===== config.mk =====
export PLATFORM = sky130hd
export DESIGN_NAME = ata_address_translate_select
export DESIGN_NICKNAME = d
export VERILOG_FILES = /design/src/rtl/ata_xlate_pkg.sv /design/src/rtl/ata_address_translate_select.sv
export SDC_FILE = /design/constraint.sdc
export NUM_CORES = 2
export LEC_CHECK = 0
export BUFFER_PORTS_ARGS = -buffer_cell sky130_fd_sc_hd__buf_4
export CAP_MARGIN = 10
export CORE_MARGIN = 3
export CORE_UTILIZATION = 55
export DETAILED_ROUTE_END_ITERATION = 8
export PLACE_DENSITY = 0.71
export SKIP_CTS_REPAIR_TIMING = 1
export SYNTH_ARGS = -nofsm -noshare
export SYNTH_HDL_FRONTEND = slang
export SYNTH_SLANG_ARGS = --single-unit

===== constraint.sdc =====
create_clock -name hclk -period 46.4 [get_ports hclk]
set_input_delay 9.28 -clock hclk [delete_from_list [all_inputs] [get_ports hclk]]
set_output_delay 9.28 -clock hclk [all_outputs]
set_load 0.02 [all_outputs]

===== src/rtl/ata_xlate_pkg.sv =====
package ata_xlate_pkg;
    // Register byte offsets
    localparam logic [7:0] OFS_CTRL = 8'h00;
    localparam logic [7:0] OFS_GEOM = 8'h04;
    localparam logic [7:0] OFS_TASK = 8'h08;
    localparam logic [7:0] OFS_CMD = 8'h0c;
    localparam logic [7:0] OFS_STATUS = 8'h10;
    localparam logic [7:0] OFS_LBA = 8'h14;
    localparam logic [7:0] OFS_PHYS = 8'h18;
    localparam logic [7:0] OFS_IRQ_STAT = 8'h1c;
    localparam logic [7:0] OFS_IRQ_MASK = 8'h20;
    localparam logic [7:0] OFS_IDENT_CYL = 8'h24;
    localparam logic [7:0] OFS_DEFECT = 8'h28;
    // Control register fields
    localparam int CTRL_CSEL_EN = 0;
    localparam int CTRL_WCACHE = 1;
    localparam int CTRL_RAHEAD = 2;
    localparam int CTRL_MULTI = 3;
    localparam int CTRL_BLK_LO = 8;
    localparam logic [31:0] CTRL_RESET = 32'h0000_0106;
    // Interrupt event bits
    localparam int EV_DONE = 0;
    localparam int EV_BLOCK = 1;
    localparam int EV_ADDR_ERR = 2;
    localparam int EV_GEOM_REJ = 3;
    localparam int EV_N = 4;
    // Command codes
    localparam logic [1:0] CMD_READ = 2'h1;
    localparam logic [1:0] CMD_WRITE = 2'h2;
    // Power-up translated geometry
    localparam logic [7:0] DEF_SPT = 8'h3f;
    localparam logic [15:0] IDENT_LIMIT_CYL = 16'h0ffc;
    localparam logic [7:0] SECTOR_BASE = 8'h01;
    // Task file as latched from the shared cable
    typedef struct packed {
        logic [2:0] spare;
        logic dev;
        logic [3:0] head;
        logic [15:0] cyl;
        logic [7:0] sector;
    } task_file_t;
    // Host-chosen translated geometry
    typedef struct packed {
        logic [7:0] spt;
        logic [2:0] spare;
        logic [4:0] heads;
        logic [15:0] cyl;
    } geom_t;
    typedef enum logic [2:0] {
        ST_IDLE = 3'b000,
        ST_CHECK = 3'b001,
        ST_WAIT_STACK = 3'b010,
        ST_FILL = 3'b011,
        ST_XFER = 3'b100,
        ST_MEDIA = 3'b101
    } cmd_state_t;
endpackage


===== src/rtl/ata_address_translate_select.sv =====
`timescale 1ns/1ps
module ata_address_translate_select
    import ata_xlate_pkg::*;
#(
    parameter logic [31:0] CAPACITY = 32'h00fa_5ea0,
    parameter logic [15:0] DEF_CYL = 16'h3f96,
    parameter logic [4:0] DEF_HEADS = 5'h10,
    parameter int STACK_DEPTH = 4,
    parameter int DEF_N = 4,
    parameter logic [7:0] RA_MAX = 8'h80
) (
    // Clock and reset
    input wire logic hclk,
    input wire logic hresetn,
    // AHB-Lite slave
    input wire logic hsel,
    input wire logic [31:0] haddr,
    input wire logic [1:0] htrans,
    input wire logic hwrite,
    input wire logic [2:0] hsize,
    input wire logic [31:0] hwdata,
    input wire logic hready,
    output logic hreadyout,
    output logic hresp,
    output logic [31:0] hrdata,
    // Jumper and cable pins
    input wire logic master_slave_jumper,
    input wire logic csel,
    input wire logic cylinder_limit_jumper,
    input wire logic host_io_read,
    // Transfer and media events, same clock
    input wire logic host_sector_done,
    input wire logic media_sector_read,
    input wire logic media_write_done,
    input wire logic buffer_full,
    // Outputs to data path and media
    output logic data_bus_oe,
    output logic media_go,
    output logic media_is_write,
    output logic [31:0] media_phys,
    output logic host_xfer_go,
    output logic device_id,
    output logic irq
);
    localparam int SW = $clog2(STACK_DEPTH + 1);

    // Synchronisers for pins
    logic [1:0] ms_sync, cs_sync, lim_sync, rd_sync;
    logic [31:0] ctrl;
    geom_t geom;
    task_file_t task_f;
    logic [15:0] cmd_reg;
    logic [EV_N-1:0] irq_stat, irq_mask, ev_set;
    logic [31:0] defect [DEF_N];
    logic [31:0] lba, lba_calc, phys_calc;
    logic [SW-1:0] stack_cnt;
    logic [31:0] ra_start;
    logic [7:0] ra_fill;
    logic ra_active;
    cmd_state_t state;
    logic [8:0] remain;
    logic [7:0] blk_cnt;
    logic [1:0] cur_cmd;
    // AHB address phase capture
    logic dp_write;
    logic [7:0] dp_addr;
    logic addr_ok;
    logic [31:0] rd_mux;
    logic selected, range_ok, ra_hit, stack_full, cmd_strobe;
    logic [31:0] geom_prod;
    logic [7:0] blk_size;

    // Two flops per pin; only stage one feeds stage two
    always_ff @(posedge hclk or negedge hresetn) begin
        if (!hresetn) begin
            ms_sync <= 2'h0;
            cs_sync <= 2'h0;
            lim_sync <= 2'h0;
            rd_sync <= 2'h0;
        end else begin
            ms_sync <= {ms_sync[0], master_slave_jumper};
            cs_sync <= {cs_sync[0], csel};
            lim_sync <= {lim_sync[0], cylinder_limit_jumper};
            rd_sync <= {rd_sync[0], host_io_read};
        end
    end

    // Jumper high means closed; CSEL low means grounded
    always_comb begin
        if (ctrl[CTRL_CSEL_EN]) begin
            device_id = cs_sync[1];
        end else begin
            device_id = !ms_sync[1];
        end
    end

    // Each drive judges the latched select bit against its own address
    assign selected = (task_f.dev == device_id);
    // Bus drivers stay released unless this drive is the one addressed
    assign data_bus_oe = selected && rd_sync[1];

    // Translation from host CHS to LBA
    always_comb begin
        lba_calc = 32'(task_f.sector) - 32'(SECTOR_BASE)
            + 32'(geom.spt) * (32'(task_f.head)
            + 32'(geom.heads) * 32'(task_f.cyl));
        range_ok = (task_f.sector != 8'h00)
            && (lba_calc < CAPACITY);
    end

    // Push-down over a sorted defect list; each hit shifts one sector on
    always_comb begin
        phys_calc = lba_calc;
        for (int i = 0; i < DEF_N; i++) begin
            if (defect[i][31] && ({1'b0, defect[i][30:0]} <= phys_calc)) begin
                phys_calc = phys_calc + 32'h1;
            end
        end
    end

    // Geometry product for the acceptance check
    assign geom_prod = 32'(hwdata[31:24]) * 32'(hwdata[20:16])
        * 32'(hwdata[15:0]);
    assign stack_full = (stack_cnt == SW'(STACK_DEPTH)) || buffer_full;
    assign ra_hit = ra_active && ctrl[CTRL_RAHEAD] && (lba_calc >= ra_start)
        && (lba_calc < ra_start + 32'(ra_fill));
    assign blk_size = ctrl[CTRL_MULTI] ? ctrl[CTRL_BLK_LO +: 8] : 8'h01;
    assign cmd_strobe = dp_write && (dp_addr == OFS_CMD);

    // Zero-wait slave; OKAY on every access
    assign hreadyout = 1'b1;
    assign hresp = 1'b0;
    assign addr_ok = hsel && htrans[1] && hready;

    // Address phase capture for writes
    always_ff @(posedge hclk or negedge hresetn) begin
        if (!hresetn) begin
            dp_write <= 1'b0;
            dp_addr <= 8'h00;
        end else begin
            dp_write <= addr_ok && hwrite;
            dp_addr <= haddr[7:0];
        end
    end

    // Read decode; unmapped addresses read as zero
    always_comb begin
        rd_mux = 32'h0;
        case (haddr[7:0])
            OFS_CTRL: rd_mux = ctrl;
            OFS_GEOM: rd_mux = geom;
            OFS_TASK: rd_mux = task_f;
            OFS_CMD: rd_mux = {16'h0, cmd_reg};
            OFS_STATUS: rd_mux = {16'h0, 8'(stack_cnt), 3'h0, ra_active,
                stack_full, device_id, selected, state != ST_IDLE};
            OFS_LBA: rd_mux = lba;
            OFS_PHYS: rd_mux = media_phys;
            OFS_IRQ_STAT: rd_mux = 32'(irq_stat);
            OFS_IRQ_MASK: rd_mux = 32'(irq_mask);
            OFS_IDENT_CYL: begin
                // Full capacity stays usable; only the report is capped
                rd_mux = {16'h0, lim_sync[1] ? IDENT_LIMIT_CYL
                    : geom.cyl};
            end
            default: begin
                for (int i = 0; i < DEF_N; i++) begin
                    if (haddr[7:0] == OFS_DEFECT + 8'(4 * i)) begin
                        rd_mux = defect[i];
                    end
                end
            end
        endcase
    end

    // Read data registered during the address phase
    always_ff @(posedge hclk or negedge hresetn) begin
        if (!hresetn) begin
            hrdata <= 32'h0;
        end else if (addr_ok && !hwrite) begin
            hrdata <= rd_mux;
        end
    end

    // Control, task file and command registers
    always_ff @(posedge hclk or negedge hresetn) begin
        if (!hresetn) begin
            ctrl <= CTRL_RESET;
            task_f <= '0;
            cmd_reg <= 16'h0;
            irq_mask <= '0;
        end else if (dp_write) begin
            case (dp_addr)
                OFS_CTRL: ctrl <= hwdata;
                OFS_TASK: task_f <= hwdata;
                OFS_CMD: cmd_reg <= hwdata[15:0];
                OFS_IRQ_MASK: irq_mask <= hwdata[EV_N-1:0];
                default: ;
            endcase
        end
    end

    // Geometry: a product above capacity is refused and flagged
    always_ff @(posedge hclk or negedge hresetn) begin
        if (!hresetn) begin
            geom <= '{spt: DEF_SPT, spare: 3'h0, heads: DEF_HEADS,
                cyl: DEF_CYL};
        end else if (dp_write && dp_addr == OFS_GEOM
                && geom_prod <= CAPACITY) begin
            geom <= hwdata;
        end
    end

    // Defect list, kept sorted by software
    always_ff @(posedge hclk or negedge hresetn) begin
        if (!hresetn) begin
            for (int i = 0; i < DEF_N; i++) begin
                defect[i] <= 32'h0;
            end
        end else if (dp_write) begin
            for (int i = 0; i < DEF_N; i++) begin
                if (dp_addr == OFS_DEFECT + 8'(4 * i)) begin
                    defect[i] <= hwdata;
                end
            end
        end
    end

    // Command sequencer
    always_ff @(posedge hclk or negedge hresetn) begin
        if (!hresetn) begin
            state <= ST_IDLE;
            cur_cmd <= 2'h0;
            remain <= 9'h0;
            blk_cnt <= 8'h0;
            lba <= 32'h0;
            media_phys <= 32'h0;
            media_go <= 1'b0;
            media_is_write <= 1'b0;
            host_xfer_go <= 1'b0;
        end else begin
            media_go <= 1'b0;
            host_xfer_go <= 1'b0;
            case (state)
                ST_IDLE: begin
                    // Unselected drive ignores the command
                    if (cmd_strobe && selected
                            && (hwdata[1:0] == CMD_READ
                            || hwdata[1:0] == CMD_WRITE)) begin
                        cur_cmd <= hwdata[1:0];
                        remain <= {hwdata[15:8] == 8'h00, hwdata[15:8]};
                        blk_cnt <= 8'h0;
                        state <= ST_CHECK;
                    end
                end
                ST_CHECK: begin
                    lba <= lba_calc;
                    if (!range_ok) begin
                        state <= ST_IDLE;
                    end else if (cur_cmd == CMD_WRITE) begin
                        media_phys <= phys_calc;
                        if (ctrl[CTRL_WCACHE] && stack_full) begin
                            state <= ST_WAIT_STACK;
                        end else begin
                            host_xfer_go <= 1'b1;
                            state <= ST_XFER;
                        end
                    end else if (ra_hit) begin
                        host_xfer_go <= 1'b1;
                        state <= ST_XFER;
                    end else begin
                        media_phys <= phys_calc;
                        media_go <= 1'b1;
                        media_is_write <= 1'b0;
                        state <= ST_FILL;
                    end
                end
                ST_WAIT_STACK: begin
                    if (!stack_full) begin
                        host_xfer_go <= 1'b1;
                        state <= ST_XFER;
                    end
                end
                ST_FILL: begin
                    // First sector in the buffer releases the host
                    if (ra_fill != 8'h00) begin
                        host_xfer_go <= 1'b1;
                        state <= ST_XFER;
                    end
                end
                ST_XFER: begin
                    if (host_sector_done) begin
                        remain <= remain - 9'h1;
                        blk_cnt <= (blk_cnt + 8'h1 == blk_size) ? 8'h0
                            : blk_cnt + 8'h1;
                        if (remain == 9'h1) begin
                            if (cur_cmd == CMD_WRITE) begin
                                media_go <= 1'b1;
                                media_is_write <= 1'b1;
                            end
                            // Uncached writes wait for the media
                            if (cur_cmd == CMD_WRITE
                                    && !ctrl[CTRL_WCACHE]) begin
                                state <= ST_MEDIA;
                            end else begin
                                state <= ST_IDLE;
                            end
                        end
                    end
                end
                ST_MEDIA: begin
                    if (media_write_done) begin
                        state <= ST_IDLE;
                    end
                end
                default: state <= ST_IDLE;
            endcase
        end
    end

    // Events feeding the sticky status
    always_comb begin
        ev_set = '0;
        ev_set[EV_ADDR_ERR] = (state == ST_CHECK) && !range_ok;
        ev_set[EV_GEOM_REJ] = dp_write && dp_addr == OFS_GEOM
            && geom_prod > CAPACITY;
        ev_set[EV_DONE] = ((state == ST_XFER) && host_sector_done
            && remain == 9'h1 && !(cur_cmd == CMD_WRITE
            && !ctrl[CTRL_WCACHE]))
            || ((state == ST_MEDIA) && media_write_done);
        // Block end only, and not on the final sector
        ev_set[EV_BLOCK] = (state == ST_XFER) && host_sector_done
            && remain != 9'h1 && (blk_cnt + 8'h1 == blk_size);
    end

    // Write-one-to-clear; a new event in the same cycle wins
    always_ff @(posedge hclk or negedge hresetn) begin
        if (!hresetn) begin
            irq_stat <= '0;
        end else if (dp_write && dp_addr == OFS_IRQ_STAT) begin
            irq_stat <= (irq_stat & ~hwdata[EV_N-1:0]) | ev_set;
        end else begin
            irq_stat <= irq_stat | ev_set;
        end
    end

    assign irq = |(irq_stat & irq_mask);

    // Cached write stack; media completions free an entry
    always_ff @(posedge hclk or negedge hresetn) begin
        if (!hresetn) begin
            stack_cnt <= '0;
        end else begin
            case ({ev_set[EV_DONE] && cur_cmd == CMD_WRITE
                    && ctrl[CTRL_WCACHE] && state == ST_XFER,
                    media_write_done && stack_cnt != '0})
                2'b10: stack_cnt <= stack_cnt + SW'(1);
                2'b01: stack_cnt <= stack_cnt - SW'(1);
                default: ;
            endcase
        end
    end

    // Read-ahead window; a hit leaves it running
    always_ff @(posedge hclk or negedge hresetn) begin
        if (!hresetn) begin
            ra_active <= 1'b0;
            ra_start <= 32'h0;
            ra_fill <= 8'h0;
        end else if (state == ST_CHECK && range_ok && cur_cmd == CMD_READ
                && !ra_hit) begin
            ra_active <= 1'b1;
            ra_start <= lba_calc;
            ra_fill <= 8'h0;
        end else if (state == ST_CHECK && range_ok
                && cur_cmd == CMD_WRITE) begin
            // Writes may overlap buffered read data, so drop it
            ra_active <= 1'b0;
        end else if (ra_active && media_sector_read && ra_fill < RA_MAX) begin
            ra_fill <= ra_fill + 8'h1;
        end
    end
endmodule


==> run summary <==
RSZ-0062 raised after global routing = false
Startpoint Class = flip-flop
Clk slew on worst S/H paths = 0.07 ns
Yosys reg bits = 430
Crit Path Max Fanout = 22
DRC = 0
CTS Root Cell = clkbuf_16
Syn Inst Count = 4,950
Die extent in x = 294 µm
Worst Setup Path Type = flip-flop to flip-flop
Met3 usage = 0.0518
Leak pwr = 0.0232 µW
Reg with most FFs = defect
Slew headroom = 0.0739
FP Rows = 104
Fin Setup TNS = 0 ns
ANT nets after route = 0
Syn Nets = 5,794
PortBufs = 123
Nets = 5,803
Worst path arrival time = 26.78 ns
Vias in the first global route = 37.6k
Share of cells above drive strength 1 = 0.132
Cts bufs inserted = 48
FILL cells = 7,036
Die ar. = 86,300 µm²
Number of synthesized flops with an enable pin = 0
CTS H-tree lvls = 2
Slew Limit Fails = 0
Synth async-reset ratio = 1.00
CTS max path bufs = 3
Critical Path RT = 46.89 ns
Most common cell after layout, fill and taps aside = inv_1
Final worst-path cycle share = 0.567
DR WL/cell = 23.0 µm
Clk_skew = 0.0561 ns
Post-DP HPWL = 107 mm
Number of setup violations in the final report = 0
Fmax = 0.0380 GHz
Ranking of synthesized cells by area = dfrtp_1, fa_1, ha_1, mux2_2, inv_1
Pwr Density = 60.5 nW/µm²
Peak per-stage delay on the critical path = 0.84 ns
Most frequent cells in the layout = inv_1, nand2_1, ha_1, dfrtp_1, fa_1
Vias per inst = 6.25
Maximum vdd drop = 0.000298 V
Syn-to-layout area delta = 8.23%
Chip Height = 294 µm
Mean Syn Cell Area = 9.20 µm²
Remaining global-route overflow = 0
Final Critical Period = 26.30 ns
DRT Wirelength = 139 mm
M1 GR Usage = 0.445
Total I/O pin count = 154
DRT iter0 DRCs = 3,587
Worst Setup End Kind = flip-flop
Slowest stage cell, crit path = nor4_1
Final core utilization = 0.606
Max FFs per register = 128
CTS tree = done
Fin. Hold Viols = 0
WP buf/inv = 7
TritonRoute pass-1 iters = 9
Final GP Congestion = 0.975
DR vias = 37.9k
Sequential area share after synthesis = 0.237
Status = completed
Yosys top cell by area = dfrtp_1
Top delay family on crit path = compound AO/OA/AOI/OAI gates
Cell area after synthesis = 45,500 µm²
Hold Path Class = flip-flop to flip-flop
# clock sinks = 430
Largest net degree at the start of global routing = 82
Core area = 81,300 µm²
First-pass GRT wire length = 217 mm
Yosys top cell area share = 0.225
Warnings from Yosys = 0
Worst-Skew Late Latency = 0.64 ns
Global Route Usage Sum = 0.323
Least-Margin Pin Slew = 1.38 ns
Synth cell types = 110
Initial antenna violation count = 6
Ys flop type = dfrtp_1
MaxCap Viol Count = 0
Most used cell along the critical path = a21oi_1
Initial Util = 0.560
Met2 Track Usage GR = 0.512
Busiest grt layer = met2
stage by stage:
stage                     cells  worst slack (ns)  hold slack, ns  cell area, µm²  total power [µW]
after floorplan            4950             25.36           0.331           45500              2040
after global placement     5969             20.78           0.333           47400              2470
after detailed placement   5969             20.58           0.335           47400              2500
after CTS                  6059             20.44           0.347           49300              2980
after global routing       6062             18.53           0.346           49300              3290
final                      6065             20.10           0.343           49300              2980
path summary, 6_finish.rpt:
check / start / end / slack (ns) / cells after the start
worst max-delay path: geom[18] / media_phys[22] / 20.10 / 97
worst min-delay path: lim_sync[0] / lim_sync[1] / 0.34 / 0
worst max register to register: geom[18] / media_phys[22] / 20.10 / 97
worst min register to register: lim_sync[0] / lim_sync[1] / 0.34 / 0
max in group asynchronous: hresetn / ctrl[22] / 35.23 / 3
min in group asynchronous: hresetn / ra_start[20] / 8.63 / 1
cell type report:
class | instances | area [µm²] | share of cell area
inverters | 556 | 2090 | 0.0424
flip-flops and latches | 430 | 10800 | 0.219
multi-input cells | 3745 | 31900 | 0.647
diodes | 6 | 15.0 | 0.000305
clock inverters | 34 | 559 | 0.0113
repair buffers | 178 | 1340 | 0.0273
clock buffers | 56 | 1290 | 0.0262
well taps | 1060 | 1330 | 0.0269
where the power goes:
| group | internal [µW] | total, µW | switching (µW) | leakage, µW |
|---|---|---|---|---|
| clock network | 266 | 444 | 178 | 0.000890 |
| logic | 908 | 2110 | 1210 | 0.0167 |
| registers | 396 | 425 | 28.5 | 0.00563 |
| total | 1570 | 2980 | 1410 | 0.0232 |
logic make-up after synthesis:
| group | Yosys count | share of synthesized area |
|---|---|---|
| adders and majority gates | 762 | 0.266 |
| AOI/OAI and AO/OA | 922 | 0.140 |
| buffers and inverters | 775 | 0.0656 |
| muxes | 266 | 0.0656 |
| DFF | 430 | 0.237 |
| xor gates and xnor gates | 240 | 0.0477 |
| and+or+nand+nor | 1553 | 0.179 |
| other | 2 | 0.000165 |
cell usage after synthesis, drive strengths merged (50+ instances only):
library cell,number
a21o,83
xnor2,190
inv,553
nand4,83
ha,421
mux2,256
a21oi,197
nor2,204
dfrtp,410
and2,306
xor2,50
clkbuf,185
nor3,80
nor4,60
o21ai,232
nand2,458
nand3,115
fa,341
metal layers:
metal  wire length (µm)  vias to the layer above  part of all wire
met2              62600                     1646              0.45
met4               6100                        2             0.044
met1              58600                    18800              0.42
met3              11900                      293             0.085
li1                   -                    17200                 -
met5                 13                        -          0.000093
(Power assumes the default switching activity.)
